==> src/pkg/ptm_pkg.sv <==
// Shared constants for the port T / port M pin control block
package ptm_pkg;

   ////////////////////////////////////////////////////////////////////////
   // Register indices; byte address is four times the index
   localparam logic [5:0] PTM_IDX_PT_DATA        = 6'h00;
   localparam logic [5:0] PTM_IDX_PT_DIRECTION   = 6'h02;
   localparam logic [5:0] PTM_IDX_ROUTING        = 6'h07;
   localparam logic [5:0] PTM_IDX_PM_DATA        = 6'h10;
   localparam logic [5:0] PTM_IDX_PM_DIRECTION   = 6'h12;
   localparam logic [5:0] PTM_IDX_PM_PULL_ENABLE = 6'h14;
   localparam logic [5:0] PTM_IDX_PM_POLARITY    = 6'h15;
   localparam logic [5:0] PTM_IDX_PM_OPEN_DRAIN  = 6'h16;

   ////////////////////////////////////////////////////////////////////////
   // Widths of the ports and of the routed pulse channels
   localparam int PTM_PT_WIDTH  = 8;
   localparam int PTM_PM_WIDTH  = 6;
   localparam int PTM_PWM_WIDTH = 5;
   localparam int PTM_REG_WIDTH = 8;

   ////////////////////////////////////////////////////////////////////////
   // Field positions
   localparam int PTM_PWDATA_LSB = 0;

   ////////////////////////////////////////////////////////////////////////
   // Reset values
   localparam logic [7:0] PTM_RST_PT_DATA      = 8'h00;
   localparam logic [7:0] PTM_RST_PT_DIRECTION = 8'h00;
   localparam logic [7:0] PTM_RST_ROUTING      = 8'h00;
   localparam logic [7:0] PTM_RST_PM_DATA      = 8'h00;
   localparam logic [7:0] PTM_RST_PM_DIRECTION = 8'h00;
   localparam logic [7:0] PTM_RST_PM_PULL_EN   = 8'h00;
   localparam logic [7:0] PTM_RST_PM_POLARITY  = 8'h00;
   localparam logic [7:0] PTM_RST_PM_OPEN_DRN  = 8'h00;

   ////////////////////////////////////////////////////////////////////////
   // Synchroniser depth for pin inputs
   localparam int PTM_SYNC_STAGES = 2;

   // Byte address of a register index
   function automatic logic [7:0] ptm_addr(input logic [5:0] idx);
      ptm_addr = {idx, 2'b00};
   endfunction

endpackage

==> src/logic/ptm_pin_control.sv <==
// Port T output steering and port M pull / open-drain control, APB slave

module ptm_pin_control #(
   parameter int PT_WIDTH  = ptm_pkg::PTM_PT_WIDTH,
   parameter int PM_WIDTH  = ptm_pkg::PTM_PM_WIDTH,
   parameter int PWM_WIDTH = ptm_pkg::PTM_PWM_WIDTH
) (
   input  wire logic                 REF_CLK,
   input  wire logic                 RESET_N,
   input  wire logic                 PSEL,
   input  wire logic                 PENABLE,
   input  wire logic                 PWRITE,
   input  wire logic [7:0]           PADDR,
   input  wire logic [31:0]          PWDATA,
   output logic      [31:0]          PRDATA,
   output logic                      PREADY,
   output logic                      PSLVERR,
   input  wire logic                 TIM_ENABLE,
   input  wire logic [PT_WIDTH-1:0]  TIM_DIR_SEL,
   input  wire logic [PT_WIDTH-1:0]  TIM_TOV_SEL,
   input  wire logic [2*PT_WIDTH-1:0] TIM_ACTION_CTL,
   input  wire logic [PT_WIDTH-1:0]  TIM_COMPARE_OUT,
   input  wire logic [PWM_WIDTH-1:0] PWM_CHANNEL_ENABLE,
   input  wire logic [PWM_WIDTH-1:0] PWM_CHANNEL_OUT,
   input  wire logic [PT_WIDTH-1:0]  PT_IN,
   output logic      [PT_WIDTH-1:0]  PT_OUT,
   output logic      [PT_WIDTH-1:0]  PT_OE,
   input  wire logic [PM_WIDTH-1:0]  PM_IN,
   output logic      [PM_WIDTH-1:0]  PM_OUT,
   output logic      [PM_WIDTH-1:0]  PM_OE,
   output logic      [PM_WIDTH-1:0]  PM_PULL_UP,
   output logic      [PM_WIDTH-1:0]  PM_PULL_DOWN
);

   if (PT_WIDTH > ptm_pkg::PTM_REG_WIDTH || PM_WIDTH > ptm_pkg::PTM_REG_WIDTH
       || PWM_WIDTH > PT_WIDTH || PWM_WIDTH < 1 || PM_WIDTH < 1)
   begin : g_param_check
      $error("ptm_pin_control: port widths out of range");
   end

   ////////////////////////////////////////////////////////////////////////
   // Declarations
   logic [PT_WIDTH-1:0]  pt_data_r;
   logic [PT_WIDTH-1:0]  pt_dir_r;
   logic [PWM_WIDTH-1:0] routing_r;
   logic [PM_WIDTH-1:0]  pm_data_r;
   logic [PM_WIDTH-1:0]  pm_dir_r;
   logic [PM_WIDTH-1:0]  pm_pull_en_r;
   logic [PM_WIDTH-1:0]  pm_polarity_r;
   logic [PM_WIDTH-1:0]  pm_open_drain_r;
   logic [31:0]          prdata_r;
   logic                 pready_r;
   logic                 pslverr_r;
   logic [PT_WIDTH-1:0]  pt_out_r;
   logic [PT_WIDTH-1:0]  pt_oe_r;
   logic [PM_WIDTH-1:0]  pm_out_r;
   logic [PM_WIDTH-1:0]  pm_oe_r;
   logic [PM_WIDTH-1:0]  pm_pull_up_r;
   logic [PM_WIDTH-1:0]  pm_pull_down_r;

   logic [PT_WIDTH-1:0]  pt_in_s;
   logic [PM_WIDTH-1:0]  pm_in_s;
   logic                 setup_w;
   logic                 access_done_w;
   logic                 wr_go_w;
   logic                 unmapped_w;
   logic [31:0]          rd_word_w;
   logic [PT_WIDTH-1:0]  pt_read_w;
   logic [PM_WIDTH-1:0]  pm_read_w;
   logic [PT_WIDTH-1:0]  tim_active_w;
   logic [PT_WIDTH-1:0]  pwm_sel_w;
   logic [PT_WIDTH-1:0]  pwm_out_w;
   logic [PT_WIDTH-1:0]  pt_out_nxt;
   logic [PT_WIDTH-1:0]  pt_oe_nxt;
   logic [PM_WIDTH-1:0]  pm_oe_nxt;
   logic [PM_WIDTH-1:0]  pm_pull_up_nxt;
   logic [PM_WIDTH-1:0]  pm_pull_down_nxt;

   ////////////////////////////////////////////////////////////////////////
   // Address match and routing of a timer action field onto the pin
   function automatic logic hit(input logic [7:0] addr,
                                input logic [5:0] idx);
      hit = (addr == ptm_pkg::ptm_addr(idx));
   endfunction

   function automatic logic [PT_WIDTH-1:0] tim_routed(
      input logic [2*PT_WIDTH-1:0] ctl);
      logic [PT_WIDTH-1:0] res;
      res = '0;
      for (int i = 0; i < PT_WIDTH; i++) begin
         res[i] = |ctl[2*i +: 2];
      end
      tim_routed = res;
   endfunction

   ////////////////////////////////////////////////////////////////////////
   // Pin synchronisers
   ptm_pin_sync #(.WIDTH(PT_WIDTH)) u_pt_sync (
      .clk       (REF_CLK),
      .rst_n     (RESET_N),
      .pin_async (PT_IN),
      .pin_sync  (pt_in_s)
   );

   ptm_pin_sync #(.WIDTH(PM_WIDTH)) u_pm_sync (
      .clk       (REF_CLK),
      .rst_n     (RESET_N),
      .pin_async (PM_IN),
      .pin_sync  (pm_in_s)
   );

   ////////////////////////////////////////////////////////////////////////
   // APB decode; no wait state, read data is captured in a flop during the setup cycle
   assign setup_w       = PSEL & ~PENABLE;
   assign access_done_w = PSEL & PENABLE & pready_r;
   assign unmapped_w    = ~(hit(PADDR, ptm_pkg::PTM_IDX_PT_DATA)
                          | hit(PADDR, ptm_pkg::PTM_IDX_PT_DIRECTION)
                          | hit(PADDR, ptm_pkg::PTM_IDX_ROUTING)
                          | hit(PADDR, ptm_pkg::PTM_IDX_PM_DATA)
                          | hit(PADDR, ptm_pkg::PTM_IDX_PM_DIRECTION)
                          | hit(PADDR, ptm_pkg::PTM_IDX_PM_PULL_ENABLE)
                          | hit(PADDR, ptm_pkg::PTM_IDX_PM_POLARITY)
                          | hit(PADDR, ptm_pkg::PTM_IDX_PM_OPEN_DRAIN));
   assign wr_go_w       = access_done_w & PWRITE & ~unmapped_w;

   assign pt_read_w = (pt_dir_r & pt_data_r) | (~pt_dir_r & pt_in_s);
   assign pm_read_w = (pm_dir_r & pm_data_r) | (~pm_dir_r & pm_in_s);

   // Narrow registers zero-extend, so unused upper bits read as zero
   assign rd_word_w =
      hit(PADDR, ptm_pkg::PTM_IDX_PT_DATA)        ? 32'(pt_read_w) :
      hit(PADDR, ptm_pkg::PTM_IDX_PT_DIRECTION)   ? 32'(pt_dir_r) :
      hit(PADDR, ptm_pkg::PTM_IDX_ROUTING)        ? 32'(routing_r) :
      hit(PADDR, ptm_pkg::PTM_IDX_PM_DATA)        ? 32'(pm_read_w) :
      hit(PADDR, ptm_pkg::PTM_IDX_PM_DIRECTION)   ? 32'(pm_dir_r) :
      hit(PADDR, ptm_pkg::PTM_IDX_PM_PULL_ENABLE) ? 32'(pm_pull_en_r) :
      hit(PADDR, ptm_pkg::PTM_IDX_PM_POLARITY)    ? 32'(pm_polarity_r) :
      hit(PADDR, ptm_pkg::PTM_IDX_PM_OPEN_DRAIN)  ? 32'(pm_open_drain_r) :
      32'h0000_0000;

   always_ff @(posedge REF_CLK) begin
      if (!RESET_N) begin
         pready_r  <= 1'b0;
         pslverr_r <= 1'b0;
         prdata_r  <= 32'h0000_0000;
      end else begin
         pready_r  <= setup_w;
         pslverr_r <= setup_w & unmapped_w;
         prdata_r  <= (setup_w & ~PWRITE) ? rd_word_w : 32'h0000_0000;
      end
   end

   ////////////////////////////////////////////////////////////////////////
   // Software registers
   always_ff @(posedge REF_CLK) begin
      if (!RESET_N) begin
         pt_data_r       <= PT_WIDTH'(ptm_pkg::PTM_RST_PT_DATA);
         pt_dir_r        <= PT_WIDTH'(ptm_pkg::PTM_RST_PT_DIRECTION);
         routing_r       <= PWM_WIDTH'(ptm_pkg::PTM_RST_ROUTING);
         pm_data_r       <= PM_WIDTH'(ptm_pkg::PTM_RST_PM_DATA);
         pm_dir_r        <= PM_WIDTH'(ptm_pkg::PTM_RST_PM_DIRECTION);
         pm_pull_en_r    <= PM_WIDTH'(ptm_pkg::PTM_RST_PM_PULL_EN);
         pm_polarity_r   <= PM_WIDTH'(ptm_pkg::PTM_RST_PM_POLARITY);
         pm_open_drain_r <= PM_WIDTH'(ptm_pkg::PTM_RST_PM_OPEN_DRN);
      end else if (wr_go_w) begin
         if (hit(PADDR, ptm_pkg::PTM_IDX_PT_DATA))
            pt_data_r <= PWDATA[ptm_pkg::PTM_PWDATA_LSB +: PT_WIDTH];
         if (hit(PADDR, ptm_pkg::PTM_IDX_PT_DIRECTION))
            pt_dir_r <= PWDATA[ptm_pkg::PTM_PWDATA_LSB +: PT_WIDTH];
         if (hit(PADDR, ptm_pkg::PTM_IDX_ROUTING))
            routing_r <= PWDATA[ptm_pkg::PTM_PWDATA_LSB +: PWM_WIDTH];
         if (hit(PADDR, ptm_pkg::PTM_IDX_PM_DATA))
            pm_data_r <= PWDATA[ptm_pkg::PTM_PWDATA_LSB +: PM_WIDTH];
         if (hit(PADDR, ptm_pkg::PTM_IDX_PM_DIRECTION))
            pm_dir_r <= PWDATA[ptm_pkg::PTM_PWDATA_LSB +: PM_WIDTH];
         if (hit(PADDR, ptm_pkg::PTM_IDX_PM_PULL_ENABLE))
            pm_pull_en_r <= PWDATA[ptm_pkg::PTM_PWDATA_LSB +: PM_WIDTH];
         if (hit(PADDR, ptm_pkg::PTM_IDX_PM_POLARITY))
            pm_polarity_r <= PWDATA[ptm_pkg::PTM_PWDATA_LSB +: PM_WIDTH];
         if (hit(PADDR, ptm_pkg::PTM_IDX_PM_OPEN_DRAIN))
            pm_open_drain_r <= PWDATA[ptm_pkg::PTM_PWDATA_LSB +: PM_WIDTH];
      end
   end

   ////////////////////////////////////////////////////////////////////////
   // Port T source selection
   assign tim_active_w = {PT_WIDTH{TIM_ENABLE}}
                       & (TIM_DIR_SEL | TIM_TOV_SEL)
                       & tim_routed(TIM_ACTION_CTL);
   assign pwm_sel_w    = PT_WIDTH'(routing_r & PWM_CHANNEL_ENABLE);
   assign pwm_out_w    = PT_WIDTH'(PWM_CHANNEL_OUT);

   // Pulse wins over timer, timer over general I/O
   assign pt_out_nxt = (pwm_sel_w & pwm_out_w)
                     | (~pwm_sel_w & tim_active_w & TIM_COMPARE_OUT)
                     | (~pwm_sel_w & ~tim_active_w & pt_data_r);
   assign pt_oe_nxt  = pwm_sel_w | tim_active_w | pt_dir_r;

   ////////////////////////////////////////////////////////////////////////
   // Port M pull and drive mode
   // A wired-OR pin drives only the low level; a one is left to the pull-up
   assign pm_oe_nxt = pm_dir_r & (~pm_open_drain_r | ~pm_data_r);
   assign pm_pull_up_nxt = pm_pull_en_r & ~pm_polarity_r
                         & (~pm_dir_r | pm_open_drain_r);
   assign pm_pull_down_nxt = pm_pull_en_r & pm_polarity_r
                           & ~pm_dir_r;

   always_ff @(posedge REF_CLK) begin
      if (!RESET_N) begin
         pt_out_r       <= '0;
         pt_oe_r        <= '0;
         pm_out_r       <= '0;
         pm_oe_r        <= '0;
         pm_pull_up_r   <= '0;
         pm_pull_down_r <= '0;
      end else begin
         pt_out_r       <= pt_out_nxt;
         pt_oe_r        <= pt_oe_nxt;
         pm_out_r       <= pm_data_r & ~pm_open_drain_r;
         pm_oe_r        <= pm_oe_nxt;
         pm_pull_up_r   <= pm_pull_up_nxt;
         pm_pull_down_r <= pm_pull_down_nxt;
      end
   end

   assign PRDATA       = prdata_r;
   assign PREADY       = pready_r;
   assign PSLVERR      = pslverr_r;
   assign PT_OUT       = pt_out_r;
   assign PT_OE        = pt_oe_r;
   assign PM_OUT       = pm_out_r;
   assign PM_OE        = pm_oe_r;
   assign PM_PULL_UP   = pm_pull_up_r;
   assign PM_PULL_DOWN = pm_pull_down_r;
endmodule // ptm_pin_control

==> src/logic/ptm_pin_sync.sv <==
// Two-flop synchroniser for asynchronous pin levels
module ptm_pin_sync #(
   parameter int WIDTH = 8
) (
   input  wire logic             clk,
   input  wire logic             rst_n,
   input  wire logic [WIDTH-1:0] pin_async,
   output logic      [WIDTH-1:0] pin_sync
);

   logic [WIDTH-1:0] meta_r;
   logic [WIDTH-1:0] sync_r;

   if (WIDTH < 1) begin : g_width_check
      $error("ptm_pin_sync: WIDTH must be at least one");
   end

   ////////////////////////////////////////////////////////////////////////
   // First stage is read only by the second stage
   always_ff @(posedge clk) begin
      if (!rst_n) begin
         meta_r <= '0;
         sync_r <= '0;
      end else begin
         meta_r <= pin_async;
         sync_r <= meta_r;
      end
   end

   assign pin_sync = sync_r;

endmodule // ptm_pin_sync

==> config.mk <==
export PLATFORM = sky130hd
export DESIGN_NAME = ptm_pin_control
export DESIGN_NICKNAME = d
export VERILOG_FILES = /design/src/pkg/ptm_pkg.sv /design/src/logic/ptm_pin_control.sv /design/src/logic/ptm_pin_sync.sv
export SDC_FILE = /design/constraint.sdc
export NUM_CORES = 1
export LEC_CHECK = 0
export ABC_AREA = 0
export BUFFER_PORTS_ARGS = -buffer_cell sky130_fd_sc_hd__buf_2
export CAP_MARGIN = 0
export CELL_PAD_IN_SITES_DETAIL_PLACEMENT = 1
export CELL_PAD_IN_SITES_GLOBAL_PLACEMENT = 1
export CORE_UTILIZATION = 33
export DETAILED_ROUTE_END_ITERATION = 16
export PLACE_DENSITY = 0.82
export SYNTH_ARGS = -nofsm -noshare
export SYNTH_HDL_FRONTEND = slang
export SYNTH_SLANG_ARGS = --single-unit
export TNS_END_PERCENT = 100
==> constraint.sdc <==
create_clock -name REF_CLK -period 1.9 [get_ports REF_CLK]
set_input_delay 0.285 -clock REF_CLK [delete_from_list [all_inputs] [get_ports REF_CLK]]
set_output_delay 0.285 -clock REF_CLK [all_outputs]
set_load 0.01 [all_outputs]
==> metrics <==
Core Rows 46; initial DRC count 323; crit share post-route 90.0%; Mapped Area 5360 sq um; initial antenna violation count 2; Synth top area share 48.2%; largest net degree at the start of global routing 114; static leakage 0.00310 uW; sequential fraction of the synthesis area 48.2%; Die Y-Extent 129 microns; CTS tree built; Max Fclk 585 MHz; WS Path Type in2reg; H-tree levels 4; Syn Inst Count 565; Post-synth EDFFs 0; CTS sink count 129; unrepaired setup endpoints after global routing false; final hold viol count 0; vias in the first global route 4628; setup tns final 0 ns; Port-buffer cells 135; placed insts 920; CTS Hold Bufs 0; startpoint types primary input; Num CTS Buffers 17; width of the die 129 microns; vias per cell 4.82; sequential power share 43.8%; gpl congestion 0.826; total length of routed wires 14.9 mm; Syn Area/Cell 9.48 sq um; final setup fails 0; Synth area leaders dfxtp_1, mux2i_1, nand2_1, nor2b_1, and2_1; Async S/R FF share, synth 0%; final-stage net count 833; Synth Warn # 0; Yosys cell types 56; commonest non-fill, non-tap cell in the layout buf_2; WP data arrival 2.00 ns; Synth area leader dfxtp_1; Combinational Power Share 5.7%; HP Class in2reg; estimated wirelength of the detail-placed design 10.9 mm; final cell count without fillers 952; clock network fraction of design power 50.5%; CTS Buffer Depth 2; die area 16700 sq um; Fin Clk Skew 0.00643 ns; cell-internal power 4880 uW; initial core utilization 33.7%; pwr dens 904 nW/um^2; Clk pin slew, worst setup/hold paths 0.06 ns; status complete, no violations; Final min period 1.71 ns; Peak VDD IR 0.597 mV; # DRC 0; Synth-to-Final Area Change 30.2%; total gr overflow 0; layout cell share with drive strength beyond 1 29.2%; Slew Limit Fails 0; Sw Pwr 1430 uW; core area 15900 sq um; Net Sw Frac 22.6%; Worst-Skew Late Latency 0.42 ns; post-CTS setup buffers 0; Resized Gates After CTS 0; root buffer cell clkbuf_16; worst-path maximum fanout 10; Yosys reg bits 129; Critical Path Sink Type flip-flop; Wirelength per Cell 15.6 microns; Top FF cell, synth dfxtp_1; Max Cap Viol 0; commonest cells after routing, fill and taps aside buf_2, dfxtp_1, nand2_1; Crit path required time 2.19 ns; global-route wire length before repair 23.3 mm; vias post-DR 4585; antenna-violating nets left 0; I/O pin cnt 184; gr usage total 18.5%; drt pass-1 iters 4
synthesized netlist by cell type, drive strengths merged (3+ instances only):
| master | n |
|---|---|
| buf | 38 |
| nor3 | 11 |
| o21ai | 21 |
| o221ai | 8 |
| o22ai | 4 |
| o2bb2ai | 4 |
| nand3 | 15 |
| dfxtp | 129 |
| mux2 | 4 |
| o221a | 4 |
| nor2b | 43 |
| nand2b | 3 |
| and2 | 33 |
| or3 | 3 |
| nand2 | 72 |
| a21boi | 29 |
| nor3b | 6 |
| nor2 | 12 |
| mux2i | 43 |
| o211a | 5 |
| a31oi | 5 |
| nor4 | 4 |
| inv | 8 |
| clkbuf | 17 |
| a21oi | 19 |
area by class of cell:
| cell class | count | area [sq um] |
|---|---|---|
| Tap cell | 216 | 270 |
| Clock buffer | 19 | 443 |
| Fill cell | 1907 | 8910 |
| Timing Repair Buffer | 171 | 996 |
| Sequential cell | 129 | 2580 |
| Multi-Input combinational cell | 395 | 2510 |
| Antenna cell | 2 | 5.00 |
| Clock inverter | 11 | 135 |
| Inverter | 9 | 33.8 |
flip-flops by register name (all words and copies together) (netlist names), 8 cells and up:
name                count
PRDATA                  8
PT_OE                   8
PT_OUT                  8
pt_data_r               8
pt_dir_r                8
u_pt_sync.meta_r        8
u_pt_sync.pin_sync      8
worst max-delay path, cell delays in order:
cell and delay [ns]:
buf_2 0.13, or3b_4 0.39, or4_1 0.49, buf_4 0.21, o22ai_1 0.23, o21ai_1 0.10, o2bb2ai_1 0.16
cells by family (layout without fill, tap and decap cells):
group,Yosys count,after routing,share of synthesized area (%)
mux,47,47,8.87
buf+inv,64,210,6.59
xor+xnor,1,1,0.164
simple gates,213,213,21.9
other cells,1,26,0.0700
compound gates,110,110,14.2
flops,129,129,48.2
final timing paths:
path,startpoint,to,slack (ns),depth (start not counted)
worst min register to register,u_pm_sync.meta_r[1],u_pm_sync.pin_sync[1],0.43,1
worst min-delay path,PT_IN[6],u_pt_sync.meta_r[6],0.07,2
worst max register to register,PREADY,pt_dir_r[0],0.37,5
worst max-delay path,PADDR[5],PRDATA[1],0.19,7
metal layers:
| metal | vias to the layer above | part of all wire, % | track usage, % |
|---|---|---|---|
| met5 | - | 0 | 0 |
| li1 | 2231 | - | - |
| met2 | 124 | 50 | 32.2 |
| met1 | 2207 | 43 | 21.5 |
| met3 | 23 | 5.0 | 5.57 |
| met4 | 0 | 1.5 | 6.63 |
power by group through the flow:
| stage | clock [uW] | combinational [uW] | sequential [uW] |
|---|---|---|---|
| 2_1_floorplan | 0 | 216 | 2820 |
| 4_1_cts | 3250 | 364 | 2760 |
| 3_5_place_dp | 0 | 362 | 2820 |
| 5_1_grt | 3380 | 398 | 2760 |
| 3_3_place_gp | 0 | 353 | 2820 |
| 6_report | 3180 | 362 | 2760 |
metrics by stage:
stage          util, %  hold slack [ns]  instance area (sq um)  total power, uW  setup WS (ns)
5_1_grt           43.9           0.0601                   6970             6540         0.0952
6_report          43.9           0.0702                   6970             6310          0.190
4_1_cts           43.9           0.0522                   6970             6370          0.221
3_5_place_dp      40.2            0.420                   6390             3180         -0.188
3_3_place_gp      40.2            0.419                   6390             3170         -0.154
2_1_floorplan        -            0.412                   5440             3040         0.0980
(Power assumes the default switching activity.)
